==> config.mk <==
export PLATFORM = sky130hd
export DESIGN_NAME = tlsr_status_regs
export DESIGN_NICKNAME = d
export VERILOG_FILES = /design/src/tlsr_pkg.sv /design/src/tlsr_consec_counter.sv /design/src/tlsr_flag_bank.sv /design/src/tlsr_status_regs.sv
export SDC_FILE = /design/constraint.sdc
export NUM_CORES = 1
export LEC_CHECK = 0
export BUFFER_PORTS_ARGS = -buffer_cell sky130_fd_sc_hd__clkbuf_2
export CAP_MARGIN = 10
export CORE_ASPECT_RATIO = 0.6
export CORE_MARGIN = 2
export CORE_UTILIZATION = 41
export DETAILED_ROUTE_END_ITERATION = 6
export GPL_TIMING_DRIVEN = 0
export PLACE_DENSITY = 0.59
export SKIP_CTS_REPAIR_TIMING = 1
export SLEW_MARGIN = 20
export SYNTH_ARGS = -nofsm -noshare
export SYNTH_HDL_FRONTEND = slang
export SYNTH_SLANG_ARGS = --single-unit
==> constraint.sdc <==
create_clock -name clk_in -period 3.3 [get_ports clk_in]
set_input_delay 0.165 -clock clk_in [delete_from_list [all_inputs] [get_ports clk_in]]
set_output_delay 0.165 -clock clk_in [all_outputs]
set_load 0.05 [all_outputs]
==> src/tlsr_pkg.sv <==
// Register map, field layout and decoders for the temperature limit status bank
//****************************************************************************
//****************************************************************************
package tlsr_pkg;

  //****************************************************************************
  // Register offsets
  //****************************************************************************
  localparam logic [7:0] TLSR_ADDR_HIGH = 8'h35;
  localparam logic [7:0] TLSR_ADDR_LOW = 8'h36;
  localparam logic [7:0] TLSR_ADDR_SHUTDOWN = 8'h37;
  localparam logic [7:0] TLSR_ADDR_FILTER = 8'h40;
  localparam logic [7:0] TLSR_ADDR_PRODUCT = 8'hFD;
  localparam logic [7:0] TLSR_ADDR_MAKER = 8'hFE;
  localparam logic [7:0] TLSR_ADDR_REVISION = 8'hFF;

  //****************************************************************************
  // Fields and reset values
  //****************************************************************************
  localparam int TLSR_FLAG_BITS = 4;
  localparam int TLSR_FILTER_BITS = 2;
  localparam logic [3:0] TLSR_FLAGS_RESET = 4'h0;
  localparam logic [1:0] TLSR_FILTER_RESET = 2'h0;
  localparam logic [7:0] TLSR_READ_IDLE = 8'h00;
  localparam logic [2:0] TLSR_COUNT_ZERO = 3'h0;
  localparam logic [2:0] TLSR_COUNT_ONE = 3'h1;

  // Identification codes, values arbitrary
  localparam logic [7:0] TLSR_PRODUCT_3CH = 8'hA3;
  localparam logic [7:0] TLSR_PRODUCT_4CH = 8'hA4;
  localparam logic [7:0] TLSR_MAKER_CODE = 8'h3C;
  localparam logic [7:0] TLSR_REVISION_CODE = 8'h02;

  typedef enum logic [1:0] {
    TLSR_FILT_OFF = 2'b00,
    TLSR_FILT_LEVEL1 = 2'b01,
    TLSR_FILT_LEVEL2 = 2'b10
  } tlsr_filter_t;

  function automatic logic [2:0] tlsr_consec_decode(input logic [2:0] field);
    case (field)
      3'h0: tlsr_consec_decode = 3'h1;
      3'h1: tlsr_consec_decode = 3'h2;
      3'h3: tlsr_consec_decode = 3'h3;
      3'h7: tlsr_consec_decode = 3'h4;
      default: tlsr_consec_decode = 3'h1;
    endcase
  endfunction

  function automatic tlsr_filter_t tlsr_filter_decode(input logic [1:0] field);
    case (field)
      2'h0: tlsr_filter_decode = TLSR_FILT_OFF;
      2'h1: tlsr_filter_decode = TLSR_FILT_LEVEL1;
      2'h2: tlsr_filter_decode = TLSR_FILT_LEVEL1;
      default: tlsr_filter_decode = TLSR_FILT_LEVEL2;
    endcase
  endfunction

endpackage

==> src/tlsr_consec_counter.sv <==
// Per-channel consecutive out-of-limit measurement counter
`timescale 1ns/1ps
module tlsr_consec_counter
  import tlsr_pkg::*;
#(
  parameter bit RESTART = 1'b1
) (
  input wire logic clk_in,        // System clock
  input wire logic sys_rst_in,    // Synchronous reset, active high
  input wire logic step_in,       // Conversion result valid pulse
  input wire logic hit_in,        // Out of limit this conversion
  input wire logic keep_in,       // Hold count on an in-limit result
  input wire logic [2:0] field_in, // Consecutive count field
  output logic reached_out        // Count met on this step
);

  logic [2:0] count_reg;
  logic [2:0] count_next;
  logic [2:0] need;
  logic [2:0] count_inc;

  assign need = tlsr_consec_decode(field_in);
  assign count_inc = (count_reg >= need) ? need : count_reg + TLSR_COUNT_ONE;
  assign reached_out = step_in & hit_in & (count_inc >= need);

  always_comb begin
    count_next = count_reg;
    if (step_in && hit_in) begin
      count_next = (reached_out && RESTART) ? TLSR_COUNT_ZERO : count_inc;
    end else if (step_in && !keep_in) begin
      count_next = TLSR_COUNT_ZERO;
    end
  end

  always_ff @(posedge clk_in) begin
    if (sys_rst_in) begin
      count_reg <= TLSR_COUNT_ZERO;
    end else begin
      count_reg <= count_next;
    end
  end
endmodule

==> src/tlsr_flag_bank.sv <==
// Bank of sticky status flags with set-over-clear priority
`timescale 1ns/1ps
module tlsr_flag_bank
  import tlsr_pkg::*;
#(
  parameter int WIDTH = 4
) (
  input wire logic clk_in,             // System clock
  input wire logic sys_rst_in,         // Synchronous reset, active high
  input wire logic [WIDTH-1:0] set_in, // Per-bit set events
  input wire logic [WIDTH-1:0] drop_in, // Per-bit clear conditions
  input wire logic clear_in,           // Clear all bits
  output logic [WIDTH-1:0] flags_out   // Flag state
);

  logic [WIDTH-1:0] flags_reg;
  logic [WIDTH-1:0] flags_next;

  // Set wins over any clear in the same cycle
  assign flags_next = set_in | (flags_reg & ~drop_in & ~{WIDTH{clear_in}});
  assign flags_out = flags_reg;

  always_ff @(posedge clk_in) begin
    if (sys_rst_in) begin
      flags_reg <= TLSR_FLAGS_RESET[WIDTH-1:0];
    end else begin
      flags_reg <= flags_next;
    end
  end
endmodule

==> src/tlsr_status_regs.sv <==
// Limit status flags, alert and shutdown outputs, filter and identification registers
`timescale 1ns/1ps
module tlsr_status_regs
  import tlsr_pkg::*;
#(
  parameter int NUM_CHANNELS = 4
) (
  input wire logic clk_in,                                // System clock, 10 MHz
  input wire logic sys_rst_in,                            // Synchronous reset, active high
  input wire logic [7:0] reg_addr_in,                     // Register pointer
  input wire logic reg_wr_in,                             // Register write strobe
  input wire logic reg_rd_in,                             // Register read strobe
  input wire logic [7:0] reg_wdata_in,                    // Write data
  output logic [7:0] reg_rdata_out,                       // Read data, valid after strobe
  input wire logic meas_valid_in,                         // Conversion results valid pulse
  input wire logic [NUM_CHANNELS-1:0] over_high_in,       // Above high limit
  input wire logic [NUM_CHANNELS-1:0] under_low_in,       // Below low limit
  input wire logic [NUM_CHANNELS-1:0] diode_fault_in,     // Diode fault seen
  input wire logic [NUM_CHANNELS-1:0] over_shutdown_in,   // Above shutdown limit
  input wire logic [NUM_CHANNELS-1:0] below_shutdown_hyst_in, // Below limit minus hysteresis
  input wire logic [2:0] alert_consecutive_count_in,      // Alert count field
  input wire logic [2:0] shutdown_consecutive_count_in,   // Shutdown count field
  input wire logic comparator_mode_in,                    // Alert in comparator mode
  output logic alert_n_out,                               // Alert output, active low
  output logic shutdown_n_out,                            // Thermal shutdown output, active low
  output logic status_high_out,                           // High summary status bit
  output logic status_low_out,                            // Low summary status bit
  output logic status_shutdown_out,                       // Shutdown summary status bit
  output tlsr_filter_t filter_level_out                   // Filter level, first external channel
);

  //****************************************************************************
  // Address decode
  //****************************************************************************
  function automatic logic tlsr_hit(input logic [7:0] addr, input logic [7:0] target);
    tlsr_hit = (addr == target);
  endfunction

  localparam logic [7:0] PRODUCT_CODE = (NUM_CHANNELS > 3) ? TLSR_PRODUCT_4CH : TLSR_PRODUCT_3CH;

  logic rd_high;
  logic rd_low;
  logic rd_shutdown;
  logic rd_filter;
  logic rd_product;
  logic rd_maker;
  logic rd_revision;
  logic wr_filter;

  assign rd_high = reg_rd_in & tlsr_hit(reg_addr_in, TLSR_ADDR_HIGH);
  assign rd_low = reg_rd_in & tlsr_hit(reg_addr_in, TLSR_ADDR_LOW);
  assign rd_shutdown = reg_rd_in & tlsr_hit(reg_addr_in, TLSR_ADDR_SHUTDOWN);
  assign rd_filter = reg_rd_in & tlsr_hit(reg_addr_in, TLSR_ADDR_FILTER);
  assign rd_product = reg_rd_in & tlsr_hit(reg_addr_in, TLSR_ADDR_PRODUCT);
  assign rd_maker = reg_rd_in & tlsr_hit(reg_addr_in, TLSR_ADDR_MAKER);
  assign rd_revision = reg_rd_in & tlsr_hit(reg_addr_in, TLSR_ADDR_REVISION);
  assign wr_filter = reg_wr_in & tlsr_hit(reg_addr_in, TLSR_ADDR_FILTER);

  //****************************************************************************
  // Per-channel consecutive counters
  //****************************************************************************
  logic [NUM_CHANNELS-1:0] alert_reached;
  logic [NUM_CHANNELS-1:0] shutdown_reached;
  logic [NUM_CHANNELS-1:0] alert_hit;
  logic [NUM_CHANNELS-1:0] shutdown_keep;
  logic [NUM_CHANNELS-1:0] high_flags;
  logic [NUM_CHANNELS-1:0] low_flags;
  logic [NUM_CHANNELS-1:0] shutdown_flags;

  assign alert_hit = over_high_in | under_low_in | diode_fault_in;
  // Once asserted, only a drop below limit minus hysteresis resets the count
  assign shutdown_keep = shutdown_flags & ~below_shutdown_hyst_in;

  genvar ch;
  generate
    for (ch = 0; ch < NUM_CHANNELS; ch++) begin : g_chan
      tlsr_consec_counter #(
        .RESTART(1'b1)
      ) u_alert_count (
        .clk_in(clk_in),
        .sys_rst_in(sys_rst_in),
        .step_in(meas_valid_in),
        .hit_in(alert_hit[ch]),
        .keep_in(1'b0),
        .field_in(alert_consecutive_count_in),
        .reached_out(alert_reached[ch])
      );

      tlsr_consec_counter #(
        .RESTART(1'b0)
      ) u_shutdown_count (
        .clk_in(clk_in),
        .sys_rst_in(sys_rst_in),
        .step_in(meas_valid_in),
        .hit_in(over_shutdown_in[ch]),
        .keep_in(shutdown_keep[ch]),
        .field_in(shutdown_consecutive_count_in),
        .reached_out(shutdown_reached[ch])
      );
    end
  endgenerate

  //****************************************************************************
  // Flag banks
  //****************************************************************************
  logic [NUM_CHANNELS-1:0] high_set;
  logic [NUM_CHANNELS-1:0] low_set;
  logic [NUM_CHANNELS-1:0] high_drop;
  logic [NUM_CHANNELS-1:0] low_drop;
  logic [NUM_CHANNELS-1:0] shutdown_drop;

  // Flags only set when the channel's count is met, so alert waits for the count
  assign high_set = alert_reached & over_high_in;
  assign low_set = alert_reached & under_low_in;
  // Comparator mode follows each new result instead of latching
  assign high_drop = {NUM_CHANNELS{comparator_mode_in & meas_valid_in}} & ~over_high_in;
  assign low_drop = {NUM_CHANNELS{comparator_mode_in & meas_valid_in}} & ~under_low_in;
  assign shutdown_drop = below_shutdown_hyst_in;

  tlsr_flag_bank #(
    .WIDTH(NUM_CHANNELS)
  ) u_high_flags (
    .clk_in(clk_in),
    .sys_rst_in(sys_rst_in),
    .set_in(high_set),
    .drop_in(high_drop),
    .clear_in(rd_high),
    .flags_out(high_flags)
  );

  tlsr_flag_bank #(
    .WIDTH(NUM_CHANNELS)
  ) u_low_flags (
    .clk_in(clk_in),
    .sys_rst_in(sys_rst_in),
    .set_in(low_set),
    .drop_in(low_drop),
    .clear_in(rd_low),
    .flags_out(low_flags)
  );

  // Reads never clear these
  tlsr_flag_bank #(
    .WIDTH(NUM_CHANNELS)
  ) u_shutdown_flags (
    .clk_in(clk_in),
    .sys_rst_in(sys_rst_in),
    .set_in(shutdown_reached),
    .drop_in(shutdown_drop),
    .clear_in(1'b0),
    .flags_out(shutdown_flags)
  );

  //****************************************************************************
  // Summary bits and outputs
  //****************************************************************************
  logic alert_n_reg;
  logic shutdown_n_reg;
  logic [TLSR_FILTER_BITS-1:0] filter_reg;
  logic [7:0] rdata_reg;
  logic [7:0] read_mux;
  logic [TLSR_FLAG_BITS-1:0] high_view;
  logic [TLSR_FLAG_BITS-1:0] low_view;
  logic [TLSR_FLAG_BITS-1:0] shutdown_view;

  assign status_high_out = |high_flags;
  assign status_low_out = |low_flags;
  assign status_shutdown_out = |shutdown_flags;
  assign alert_n_out = alert_n_reg;
  assign shutdown_n_out = shutdown_n_reg;
  assign filter_level_out = tlsr_filter_decode(filter_reg);
  assign reg_rdata_out = rdata_reg;

  assign high_view = TLSR_FLAG_BITS'(high_flags);
  assign low_view = TLSR_FLAG_BITS'(low_flags);
  assign shutdown_view = TLSR_FLAG_BITS'(shutdown_flags);

  // Upper bits and unmapped offsets read as zero
  assign read_mux = rd_high ? {4'h0, high_view} :
                    rd_low ? {4'h0, low_view} :
                    rd_shutdown ? {4'h0, shutdown_view} :
                    rd_filter ? {6'h00, filter_reg} :
                    rd_product ? PRODUCT_CODE :
                    rd_maker ? TLSR_MAKER_CODE :
                    rd_revision ? TLSR_REVISION_CODE :
                    TLSR_READ_IDLE;

  always_ff @(posedge clk_in) begin
    if (sys_rst_in) begin
      alert_n_reg <= 1'b1;
      shutdown_n_reg <= 1'b1;
    end else begin
      alert_n_reg <= ~(|high_flags | |low_flags);
      shutdown_n_reg <= ~(|shutdown_flags);
    end
  end

  always_ff @(posedge clk_in) begin
    if (sys_rst_in) begin
      filter_reg <= TLSR_FILTER_RESET;
    end else if (wr_filter) begin
      filter_reg <= reg_wdata_in[TLSR_FILTER_BITS-1:0];
    end
  end

  always_ff @(posedge clk_in) begin
    if (sys_rst_in) begin
      rdata_reg <= TLSR_READ_IDLE;
    end else if (reg_rd_in) begin
      rdata_reg <= read_mux;
    end
  end
endmodule

---- After elaboration in Yosys (flattened, before gate mapping) ----
Cells that the tools add are included.
word-level totals
  bits in registers ....................... 48
  input port bits ......................... 48
  output and inout bits ................... 15
  logic and storage cells ................. 167
cells by class
  add/subtract/negate cells ............... 8
  $lt $le $gt $ge ......................... 16
  eq/ne operators ......................... 15
  mux-type cells .......................... 35
  bitwise gates (word level) .............. 49
  reductions and logical operators ........ 29
operators by type and width
  operator                                              count
  2-to-1 mux 3 bit                                      25
  >= comparator 3 bit                                   16
  2-to-1 mux 8 bit                                      5
  AND 4 bit                                             9
  inverter 4 bit                                        7
  AND 1 bit                                             25
  adder 3 x 1 -> 3 bit (second input constant)          8
  equality test 8 x 6 -> 1 bit (second input constant)  3
  equality test 8 bit (second input constant)           3
  OR 4 bit                                              5
  one-hot mux 3 bit (3 select lines)                    2
  nonzero test 2 bit                                    8
  logical AND 1 bit                                     12
  OR reduction 4 bit                                    3
  equality test 8 x 7 -> 1 bit (second input constant)  1
  equality test 3 x 1 -> 1 bit (second input constant)  2
  equality test 3 x 2 -> 1 bit (second input constant)  2
  equality test 3 bit (second input constant)           2
  2-to-1 mux 6 bit                                      1
  zero test 1 bit                                       4
  one-hot mux 2 bit (2 select lines)                    1
  equality test 2 x 1 -> 1 bit (second input constant)  1
  equality test 2 bit (second input constant)           1
  zero test 2 bit                                       1
  other kinds (4)                                       5

---- Depth between registers and ports, before layout ----
Gate-level depths: netlist of the first run.
  depth after elaboration ................. 9
  gate-level depth with buffers ........... 12
  depth with buffers taken out ............ 12

---- Hierarchy ----
Synthesis of the first run repeated with hierarchy kept, for this count alone.
unflattened totals
  cells, all modules ...................... 475
  area, all modules ....................... 4182.8 sq um
by module, submodules not included
  module                                                 instances  cells an instance  area each (sq um)  seq. area each (sq um)
  tlsr_consec_counter at g_chan[0].u_shutdown_count ...  4          42                 386.6              60.1
  tlsr_consec_counter at g_chan[0].u_alert_count ...     4          37                 335.3              60.1
  tlsr_status_regs                                       1          111                844.6              220.2
  tlsr_flag_bank                                         3          16                 150.1              80.1

---- Worst setup path before layout of the first run ----
No wires, ideal clock.
  kind .................................... input -> register
  start point ............................. in shutdown_consecutive_count_in[2]
  end point ............................... reg u_shutdown_flags.flags_reg[1] (netlist: u_shutdown_flags.flags_out[1])
  library setup time ...................... 0.126 ns
  data arrival time ....................... 2.521 ns
  required time ........................... 3.174 ns
  slack ................................... 0.653 ns
  cell stages on the path ................. 12
  path buffers ............................ 1
  cells stage by stage .................... and3_1 -> clkbuf_1 -> inv_1 -> ha_1 -> nand2_1 -> o21ai_1 -> mux2_2 -> ha_1 -> nand2b_1 -> a21o_1 -> a21oi_1 -> o32ai_1
between the ends
  word-level cells in the longest chain between the ends .. 7
  elaborated cells on any way between the ends .. 9
  classes of those cells .................. order compare (2); eq/ne (3); mux (2); bitwise (2)
RTL lines
  element                                      line                       RTL
  start: declaration                           tlsr_status_regs.sv:22     input wire logic [2:0] shutdown_consecutive_count_in,
  equality test 3 bit (tied with other cells)  tlsr_pkg.sv:41             case (field)
  one-hot mux 3 bit (3 select lines) *         tlsr_pkg.sv:41
  >= comparator 3 bit                          tlsr_consec_counter.sv:23  assign count_inc = (count_reg >= need) ? need : count_reg + TLSR_COUNT_ONE;
  2-to-1 mux 3 bit                             tlsr_consec_counter.sv:23
  >= comparator 3 bit *                        tlsr_consec_counter.sv:24  assign reached_out = step_in & hit_in & (count_inc >= need);
  AND 1 bit *                                  tlsr_consec_counter.sv:24
  OR 4 bit *                                   tlsr_flag_bank.sv:20       assign flags_next = set_in | (flags_reg & ~drop_in & ~{WIDTH{clear_in}});
  end signal: assignment                       tlsr_flag_bank.sv:25       flags_reg <= TLSR_FLAGS_RESET[WIDTH-1:0];
  end signal: assignment                       tlsr_flag_bank.sv:27       flags_reg <= flags_next;
  end: declaration                             tlsr_flag_bank.sv:16       logic [WIDTH-1:0] flags_reg;
Mark *: on every way between the ends. The rest lies on a longest branch, timed or not.
A chain may end at the register's enable or synchronous reset.

---- Worst setup path in the final report of the first run ----
  start point ............................. in alert_consecutive_count_in[2]
  end point ............................... reg g_chan[0].u_alert_count.count_reg[1]
between the ends
  word-level cells in the longest chain between the ends .. 8
  elaborated cells on any way between the ends .. 10
  classes of those cells .................. order compare (2); eq/ne (3); mux (4); bitwise (1)
RTL lines
  element                                      line                       RTL
  start: declaration                           tlsr_status_regs.sv:21     input wire logic [2:0] alert_consecutive_count_in,
  equality test 3 bit (tied with other cells)  tlsr_pkg.sv:41
  one-hot mux 3 bit (3 select lines) *         tlsr_pkg.sv:41
  >= comparator 3 bit                          tlsr_consec_counter.sv:23
  2-to-1 mux 3 bit                             tlsr_consec_counter.sv:23
  >= comparator 3 bit                          tlsr_consec_counter.sv:24
  AND 1 bit                                    tlsr_consec_counter.sv:24
  2-to-1 mux 3 bit *                           tlsr_consec_counter.sv:29  count_next = (reached_out && RESTART) ? TLSR_COUNT_ZERO : count_inc;
  2-to-1 mux 3 bit *                           tlsr_consec_counter.sv:28  if (step_in && hit_in) begin
  end signal: assignment                       tlsr_consec_counter.sv:39  count_reg <= count_next;
  end: declaration                             tlsr_consec_counter.sv:17  logic [2:0] count_reg;
Marked as above.

==> metrics.md, run 1 <==
| Metric | Value |
|---|---|
| FF-to-FF setup slack | `560 ps` |
| Synth cell count leaders | `ha_1 (57), dfxtp_1 (47), nand2_1 (43), a21oi_1 (39), nor2b_1 (21)` |
| Share of the synthesized area in the top cell type | `between 20% and 30%` |
| Crit-path cells | `clkbuf_2 -> nor2b_1 -> inv_1 -> ha_1 -> nand2_1 -> o21ai_0 -> mux2_2 -> ha_1 -> nor2b_1 -> o21ai_0 -> nor2_1 -> a22o_1` |
| Primary FF master, synth | `dfxtp_1` |
| Core Footprint | `between 8000 and 9000 sq um` |
| Vias | `3228` |
| Buffers on Ports | `52` |
| Largest net degree at the start of global routing | `16` |
| Largest family of logic cells by synthesized area | `compound AO/OA/AOI/OAI gates` |
| CTS tree | `yes` |
| Post-synthesis sequential area ratio | `approximately a quarter` |
| Buf+Inv Stages, Crit Path | `2` |
| Hold WC Path Type | `input port to flop` |
| Clk sinks | `47` |
| Crit-path max cell delay | `between 400 and 500 ps` |
| Fillers | `about 830` |
| Drt wl/cell | `16.47 microns` |
| Ports | `63` |
| Count leader, synth | `ha_1` |
| Synthesized flop and latch total | `47` |
| Leak pwr | `1.778 nW` |
| Die X | `123.7 microns` |
| Die H | `75.80 microns` |
| Max Clock Freq | `0.3323 GHz` |
| Share of the clock period used by the worst path | `91.19%` |
| Final Cell Area | `4091 sq um` |
| Asr flop ratio synth | `0%` |
| WL final | `9435 microns` |
| Antenna fix cells | `0` |
| CP top delay family | `compound AO/OA/AOI/OAI gates` |
| Total power | `1.755 mW` |
| Clk slew on worst S/H paths | `70 ps` |
| Area leader, netlist | `dfxtp_1` |
| Post-synthesis compound-gate area fraction | `21.81%` |
| Share of layout cells above drive strength 1 | `between 10% and 20%` |
| RSZ-0062 raised after global routing | `false` |
| Final Critical Period | `~3000 ps` |
| Final Wtd Congestion | `0.8588` |
| Mapped Avg Cell Area | `8.762 sq um` |
| Reg-to-reg startpoint | `g_chan[0].u_alert_count.count_reg[0]` |
| Setup CP Type | `input port to flop` |
| HPWL after DPL | `7304 microns` |
| Post-Synth Adder-Cell Area | `20.25%` |
| Pre-CTS setup slack | `-54.40 ps` |
| Post-synthesis mux area share | `7.957%` |
| Final Setup Violations | `0` |
| CP startpoint | `alert_consecutive_count_in[2]` |
| CP endpoint | `g_chan[0].u_alert_count.count_reg[1]` |
| DRC | `0` |
| Max_cap viols | `0` |
| GRT Util Overall | `21.10%` |
| # rows | `26` |
| Fin Clk Skew | `3.475 ps` |
| Die area | `approximately 9400 sq um` |
| Worst EP arrival | `between 3000 and 4000 ps` |
| Final hold violation count | `0` |
| WHS | `roughly 96 ps` |
| Warning count from the yosys run | `0` |
| Antenna Nets Post-Route | `0` |
| Rel. slew slack | `between 50% and 60%` |
| Worst-margin pin slew | `690.0 ps` |
| Maximum clock insertion buffer count | `2` |
| DRT Pass-1 Iters | `5` |
| Status | `completed` |
| Htree depth | `2` |
| Cells after Synth | `402` |
| XOR/XNOR share of the synthesized area | `2.487%` |
| Final setup margin | `290.8 ps` |
| Vias per cell | `5.634` |
| Cell depth of the worst setup path | `12` |
| Max Slew Vio Count | `0` |
| Synthesized cell area | `3522 sq um` |
| PD cells | `roughly 430 nW/um^2` |
| Total global routing overflow | `0` |
| Number of global-route vias before repair | `2912` |
| Critical Path Start Type | `input port` |
| Reg2Reg Depth | `10` |
| Count of cell types in the netlist | `49` |
| Clock Latency Late Sink | `290 ps` |
| Worst-path fanout max | `8` |
| Post-synth net total | `a little over 500` |
| Critical Path RT | `3490 ps` |
| VDD IR max | `0.2166 mV` |
| Placed cells | `566` |
| Final nets | `565` |
| Crit path max-delay cell type | `o21ai_0` |
| RR Endpoint | `g_chan[0].u_alert_count.count_reg[1]` |
| First-pass GRT wire length | `15120 microns` |
| Finished Layout Cells | `573` |
| Cts bufs inserted | `5` |
| Root buffer cell | `clkbuf_16` |
| Starting Density | `41.80%` |
| Post-synth EDFFs | `0` |
| Area grow syn2layout | `16.16%` |
| Synth area leaders | `dfxtp_1 (27%), ha_1 (20%), a21oi_1 (5.5%)` |
| Critical Path End Type | `flop` |
| Initial antenna violation count | `0` |
| Placement Cell Area | `between 3000 and 4000 sq um` |
| Iter 0 DRT Violations | `approximately 250` |
| Simple-gate share of the synthesized area | `roughly 18%` |
## placed cells by master (no fill, tap or decap), types with 8 or more instances in the layout
cell type  Yosys  final
ha_1          57     57
nor2_1        10     10
nand2b_1       8      8
inv_1         18     18
o21ai_0       17     17
mux2i_1       10     10
o32ai_1        9      9
a21oi_1       39     39
nand2_1       43     43
mux2_2        16     16
nor2b_1       21     21
dfxtp_1       47     47
xnor2_1       10     10
a22o_1         8      8
clkbuf_2       0     52
## routing by layer
layer | vias to the layer above | global-route usage, % | wire length (microns) | share of wire, %
li1 | 1618 | - | - | -
met1 | 1523 | 33.20 | 5124 | 54
met2 | 82 | 29.37 | 3728 | 40
met3 | 5 | 3.593 | 524 | 5.6
met4 | 0 | 4.798 | 57 | 0.60
met5 | - | 0 | 0 | 0
## cell type report
type                       instances  area [sq um]  area share [%]
multi-input combinational        327          2474           60.46
clock inverter                     3         43.79           1.070
clock buffer                       5         125.1           3.058
buffer                             9         40.04          0.9786
timing repair buffer              52         260.3           6.361
tap                              112         140.1           3.425
sequential                        47         940.9           23.00
inverter                          18         67.56           1.651
## through the flow
| step | TNS (ps) | utilization, % |
|---|---|---|
| after global routing | 0 | 48.56 |
| after detailed placement | -110.8 | 46.55 |
| after CTS | 0 | 48.56 |
| after floorplan | 0 | - |
| final | 0 | 48.56 |
| after global placement | -28.03 | 46.55 |
## cell families after synthesis
logic type      after synthesis
other cells                   1
flops                        47
mux                          26
buf+inv                      28
xor+xnor                     10
simple gates                116
fa+ha+maj                    57
compound gates              117
## report_power, final
group          leakage [nW]  switching (mW)  internal, mW
combinational          1.31           0.318         0.215
clock                0.0838           0.232         0.358
sequential            0.382          0.0297         0.602
total                  1.78           0.580          1.17
## how the worst min path moves through the flow
stage | cells after the start | from | endpoint
after floorplan | 1 | below_shutdown_hyst_in[0] | u_shutdown_flags.flags_out[0]
after global placement | 2 | below_shutdown_hyst_in[3] | u_shutdown_flags.flags_out[3]
after detailed placement | 2 | below_shutdown_hyst_in[0] | u_shutdown_flags.flags_out[0]
after CTS | 2 | below_shutdown_hyst_in[3] | u_shutdown_flags.flags_out[3]
after global routing | 2 | below_shutdown_hyst_in[3] | u_shutdown_flags.flags_out[3]
final | 2 | below_shutdown_hyst_in[0] | u_shutdown_flags.flags_out[0]
No activity file was read; power rests on OpenSTA's default activity.
==> run 2: changes to the inputs <==
- RECOVER_POWER: not set -> 25
- clock period: 3.3 -> 3.9 ns (I/O delays scaled with it)
==> metrics.md, run 2 (synthesized netlist as in run 1, its figures left out) <==
| Metric | Value |
|---|---|
| Critical Path Start Type | `input port` |
| Clock Latency Late Sink | `290 ps (about the same)` |
| Die X | `123.7 microns (unchanged)` |
| Final Setup Violations | `0 (unchanged)` |
| Crit-path max cell delay | `420 ps (about the same)` |
| Leak pwr | `1.735 nW (-2.4%)` |
| Rel. slew slack | `52.75% (-1.1 points)` |
| Clk slew on worst S/H paths | `70 ps (about the same)` |
| Fin Clk Skew | `5.055 ps (+1.580 ps)` |
| Critical Path End Type | `flop` |
| RSZ-0062 raised after global routing | `false` |
| Max Slew Vio Count | `0 (unchanged)` |
| Reg2Reg Depth | `10 (unchanged)` |
| First-pass GRT wire length | `15120 microns (unchanged)` |
| Crit-path cells | `clkbuf_2 -> and3_1 -> clkbuf_1 -> inv_1 -> ha_1 -> nand2_1 -> o21ai_1 -> mux2_2 -> ha_1 -> nand2b_1 -> a21o_1 -> a21oi_1 -> o32ai_1` |
| Most common cell after layout, fill and taps aside | `ha_1` |
| Final Wtd Congestion | `0.8588 (unchanged)` |
| FF-to-FF setup slack | `1180 ps (+620 ps)` |
| Status | `completed` |
| Vias per cell | `5.566 (-1.2%)` |
| Share of the clock period used by the worst path | `78.99%` |
| Most frequent cells in the layout | `ha_1 (57), dfxtp_1 (47), nand2_1 (43)` |
| Vias | `3195 (-1.0%)` |
| Max_cap viols | `0 (unchanged)` |
| Initial antenna violation count | `0 (unchanged)` |
| CTS tree | `yes` |
| VDD IR max | `0.1878 mV (-13%)` |
| Starting Density | `41.80% (unchanged)` |
| Maximum clock insertion buffer count | `2 (unchanged)` |
| Multi-input gate area in the final layout | `2470 sq um (-0.15%)` |
| CP startpoint | `shutdown_consecutive_count_in[2]` |
| Iter 0 DRT Violations | `212 (-14%)` |
| Area grow syn2layout | `15.70%` |
| Ports | `63 (unchanged)` |
| RR Endpoint | `g_chan[0].u_alert_count.count_reg[1]` |
| Share of layout cells above drive strength 1 | `15.80% (-3.1 points)` |
| Crit path max-delay cell type | `mux2_2` |
| Max Clock Freq | `0.3246 GHz` |
| Worst-margin pin slew | `703.3 ps (+13.34 ps)` |
| Storage element area | `940.9 sq um (unchanged)` |
| WHS | `126.8 ps (+30.56 ps)` |
| HPWL after DPL | `7304 microns (unchanged)` |
| Worst-path fanout max | `9 (+1)` |
| PD cells | `364.5 nW/um^2 (-15%)` |
| Critical Path RT | `4060 ps (+570 ps)` |
| Hold WC Path Type | `input port to flop` |
| Root buffer cell | `clkbuf_16` |
| Setup CP Type | `input port to flop` |
| Number of global-route vias before repair | `2912 (unchanged)` |
| GRT Util Overall | `21.10% (unchanged)` |
| CP most frequent cell | `ha_1` |
| Buf+Inv Stages, Crit Path | `3 (+1)` |
| Drt wl/cell | `16.41 microns (-0.35%)` |
| Clk sinks | `47 (unchanged)` |
| Die area | `9372 sq um (unchanged)` |
| Cell depth of the worst setup path | `13 (+1)` |
| # rows | `26 (unchanged)` |
| CP top delay family | `buffers and inverters` |
| Htree depth | `2 (unchanged)` |
| Die H | `75.80 microns (unchanged)` |
| WL final | `9418 microns (-0.18%)` |
| Total global routing overflow | `0 (unchanged)` |
| Cts bufs inserted | `5 (unchanged)` |
| Final nets | `566 (+0.18%)` |
| Reg-to-reg startpoint | `g_chan[0].u_alert_count.count_reg[0]` |
| Final hold violation count | `0 (unchanged)` |
| TNS Setup | `0 ps (unchanged)` |
| Largest net degree at the start of global routing | `16 (unchanged)` |
| Final Critical Period | `3081 ps` |
| Fillers | `829 (-0.48%)` |
| DRT Pass-1 Iters | `4 (-1)` |
| Worst EP arrival | `3240 ps (+40 ps)` |
| DRC | `0 (unchanged)` |
| Antenna fix cells | `0 (unchanged)` |
| CP endpoint | `u_shutdown_flags.flags_out[0]` |
| Buffers on Ports | `52 (unchanged)` |
| Antenna Nets Post-Route | `0 (unchanged)` |
| Core Footprint | `8426 sq um (unchanged)` |
## run 2: cell count changes in the layout (fill, tap and decap cells not counted)
cell      before  now
o21ai_1        3    4
clkbuf_1       5   19
clkbuf_2      52   39
o21ai_2        1    0
## run 2: worst min-delay path by stage
stage	start	to	slack [ps]	cells past startpoint
4_1_cts	below_shutdown_hyst_in[3]	u_shutdown_flags.flags_out[3]	120	2
5_1_grt	below_shutdown_hyst_in[3]	u_shutdown_flags.flags_out[3]	130	2
3_3_place_gp	below_shutdown_hyst_in[3]	u_shutdown_flags.flags_out[3]	420	2
6_report	below_shutdown_hyst_in[0]	u_shutdown_flags.flags_out[0]	130	2
2_1_floorplan	below_shutdown_hyst_in[0]	u_shutdown_flags.flags_out[0]	310	1
3_5_place_dp	below_shutdown_hyst_in[0]	u_shutdown_flags.flags_out[0]	430	2
## run 2: area by class of cell
type                       instances  share of cell area [%]
multi-input combinational        327                   60.61
clock inverter                     3                   1.075
sequential                        47                   23.09
tap                              112                   3.439
clock buffer                       5                   3.070
timing repair buffer              52                   5.987
inverter                          18                   1.658
buffer                            10                   1.075
## run 2: power breakdown
part / switching (mW) / leakage, nW / total (mW) / internal (mW)
clock: 0.200 / 0.0838 / 0.503 / 0.303
combinational: 0.268 / 1.27 / 0.448 / 0.179
sequential: 0.0255 / 0.382 / 0.535 / 0.510
total: 0.494 / 1.74 / 1.49 / 0.992
## run 2: per-layer routing
metal / share of wire [%] / vias up / GRT usage [%]
met2: 39 / 83 / 29.37
met3: 6.3 / 5 / 3.593
met5: 0 / - / 0
met1: 54 / 1493 / 33.20
li1: - / 1614 / -
met4: 0.59 / 0 / 4.798
## run 2: stage by stage
stage / total power [mW] / utilization, % / worst slack, ps / instances / area (sq um)
2_1_floorplan: 0.8677 / - / 1223 / 402 / 3522
3_3_place_gp: 0.9799 / 46.55 / 542.0 / 566 / 3923
3_5_place_dp: 0.9911 / 46.55 / 515.6 / 566 / 3923
4_1_cts: 1.493 / 48.56 / 823.6 / 574 / 4091
5_1_grt: 1.566 / 48.37 / 552.3 / 574 / 4075
6_report: 1.485 / 48.37 / 819.2 / 574 / 4075
==> run 3: changes to the inputs <==
- PLACE_DENSITY: 0.59 -> 0.61
- clock period: 3.9 -> 2.6 ns (I/O delays scaled with it)
==> metrics.md, run 3 (synthesized netlist as in run 1, its figures left out) <==
| Metric | Value |
|---|---|
| Status | `completed` |
| WHS | `49.91 ps (-76.84 ps)` |
| VDD IR max | `0.2379 mV (+27%)` |
| Ports | `63 (unchanged)` |
| # rows | `26 (unchanged)` |
| Root buffer cell | `clkbuf_16` |
| HPWL after DPL | `7311 microns (about the same)` |
| Number of global-route vias before repair | `2890 (-0.76%)` |
| Area grow syn2layout | `23.94%` |
| Critical Path RT | `2790 ps (-1270 ps)` |
| Max Slew Vio Count | `0 (unchanged)` |
| Most frequent cells in the layout | `ha_1 (57), dfxtp_1 (47), nand2_1 (43)` |
| Buffers on Ports | `52 (unchanged)` |
| Die X | `123.7 microns (unchanged)` |
| Leak pwr | `1.866 nW (+7.5%)` |
| Clock Latency Late Sink | `290 ps (about the same)` |
| Multi-input gate area in the final layout | `2566 sq um (+3.9%)` |
| Setup CP Type | `input port to flop` |
| WL final | `9726 microns (+3.3%)` |
| Cell internal pwr | `1.459 mW (+47%)` |
| Cts bufs inserted | `5 (unchanged)` |
| Die area | `9372 sq um (unchanged)` |
| PD cells | `516.5 nW/um^2 (+42%)` |
| Switching portion of total power | `35.27% (+2.0 points)` |
| Max_cap viols | `0 (unchanged)` |
| Core Footprint | `8426 sq um (unchanged)` |
| Rel. slew slack | `48.92% (-3.8 points)` |
| GRT Util Overall | `21.11% (about the same)` |
| Vias per cell | `5.527 (-0.71%)` |
| First-pass GRT wire length | `15150 microns (+0.23%)` |
| Fin Clk Skew | `4.691 ps (-0.3632 ps)` |
| Critical Path Start Type | `input port` |
| TNS Setup | `0 ps (unchanged)` |
| Finished Layout Cells | `600 (+4.5%)` |
| Largest net degree at the start of global routing | `17 (+1)` |
| DRC | `0 (unchanged)` |
| Psw | `795.3 uW (+61%)` |
| Reg2Reg Depth | `10 (unchanged)` |
| Starting Density | `41.80% (unchanged)` |
| Storage element area | `940.9 sq um (unchanged)` |
| Iter 0 DRT Violations | `208 (-1.9%)` |
| Worst EP arrival | `2670 ps (-570 ps)` |
| Maximum clock insertion buffer count | `2 (unchanged)` |
| RR Endpoint | `u_shutdown_flags.flags_out[0]` |
| Final nets | `592 (+4.6%)` |
| Final hold violation count | `0 (unchanged)` |
| Core Util, Final | `51.81% (+3.4 points)` |
| Final Wtd Congestion | `0.8487 (-1.2%)` |
| Initial antenna violation count | `0 (unchanged)` |
| Most common cell after layout, fill and taps aside | `ha_1` |
| Share of the clock period used by the worst path | `95.25%` |
| WHS Path Cells | `2 (unchanged)` |
| Die H | `75.80 microns (unchanged)` |
| Clk sinks | `47 (unchanged)` |
| Hold WC Path Type | `input port to flop` |
| Vias | `3316 (+3.8%)` |
| Placed cells | `566 (unchanged)` |
| FF-to-FF setup slack | `180 ps (-1000 ps)` |
| DRT Pass-1 Iters | `5 (+1)` |
| Final Setup Violations | `0 (unchanged)` |
| Flop pwr share | `35.6% (-0.4 points)` |
| Hold Path Sink | `u_shutdown_flags.flags_out[3]` |
| Worst-margin pin slew | `763.4 ps (+60.04 ps)` |
| Drt wl/cell | `16.21 microns (-1.2%)` |
| Antenna fix cells | `0 (unchanged)` |
| Max Clock Freq | `0.4038 GHz` |
| Gate power share | `34.3% (+4.2 points)` |
| Final Critical Period | `2477 ps` |
| Fillers | `814 (-1.8%)` |
| CTS tree | `yes` |
| Htree depth | `2 (unchanged)` |
| Clock network fraction of design power | `30.1% (-3.7 points)` |
| Reg-to-reg startpoint | `g_chan[0].u_shutdown_count.count_reg[0]` |
| Hold Startpoint | `below_shutdown_hyst_in[3]` |
| Critical Path End Type | `flop` |
| Antenna Nets Post-Route | `0 (unchanged)` |
| Share of layout cells above drive strength 1 | `24.80% (+9.0 points)` |
| Clk slew on worst S/H paths | `70 ps (about the same)` |
| Total global routing overflow | `0 (unchanged)` |
| Worst-path fanout max | `6 (-3)` |
-- run 3: cell types whose count changed in the layout (fill, tap and decap cells not counted), moves of 4 or more --
cell	change
buf_4	+27
o21ai_4	+4
o21ai_0	-8
inv_1	-5
o21ai_2	+6
clkinvlp_4	+6
-- run 3: critical path: stages --
cell and delay, ps:
clkbuf_2 110, nor2b_4 250, clkinvlp_4 220, buf_4 190, ha_1 270, nand2_1 60, o21ai_2 210, mux2_2 380
ha_1 280, nor2b_1 50, o21ai_2 230, nor2_1 110, a22o_1 180
-- run 3: layer usage --
layer  share of wire [%]  GRT usage [%]  up-vias
met5                   0              0        -
li1                    -              -     1667
met1                  54          33.54     1546
met3                 4.9          3.368        7
met4                0.58          3.030        0
met2                  40          29.91       96
-- run 3: how the worst max path moves through the flow --
stage / start / end
floorplan: alert_consecutive_count_in[2] / g_chan[0].u_alert_count.count_reg[2]
global route: alert_consecutive_count_in[0] / u_high_flags.flags_out[0]
detailed placement: alert_consecutive_count_in[2] / g_chan[3].u_alert_count.count_reg[2]
CTS: alert_consecutive_count_in[2] / g_chan[0].u_alert_count.count_reg[2]
finish: alert_consecutive_count_in[0] / g_chan[0].u_alert_count.count_reg[2]
global placement: alert_consecutive_count_in[0] / g_chan[3].u_alert_count.count_reg[2]
-- run 3: metrics by stage --
step / worst slack [ps] / area [sq um] / power (mW)
after floorplan: 28.25 / 3537 / 1.309
after global placement: -716.0 / 3938 / 1.475
after detailed placement: -712.5 / 3938 / 1.493
after CTS: -408.4 / 4086 / 2.176
after global routing: -20.60 / 4365 / 2.389
final: 123.4 / 4365 / 2.255
-- run 3: area by class of cell --
| class | count | share of cell area, % |
|---|---|---|
| inverter | 18 | 1.892 |
| clock inverter | 3 | 0.5446 |
| timing repair buffer | 79 | 10.23 |
| sequential | 47 | 21.55 |
| clock buffer | 5 | 2.866 |
| buffer | 9 | 0.9172 |
| tap | 112 | 3.210 |
| multi-input combinational | 327 | 58.78 |
-- run 3: power groups by stage --
| stage | Clock, mW | Combinational (mW) | Sequential, mW |
|---|---|---|---|
| final | 0.678 | 0.773 | 0.803 |
| after global routing | 0.718 | 0.861 | 0.810 |
| after CTS | 0.696 | 0.677 | 0.803 |
| after detailed placement | 0 | 0.674 | 0.819 |
| after global placement | 0 | 0.658 | 0.817 |
| after floorplan | 0 | 0.482 | 0.827 |
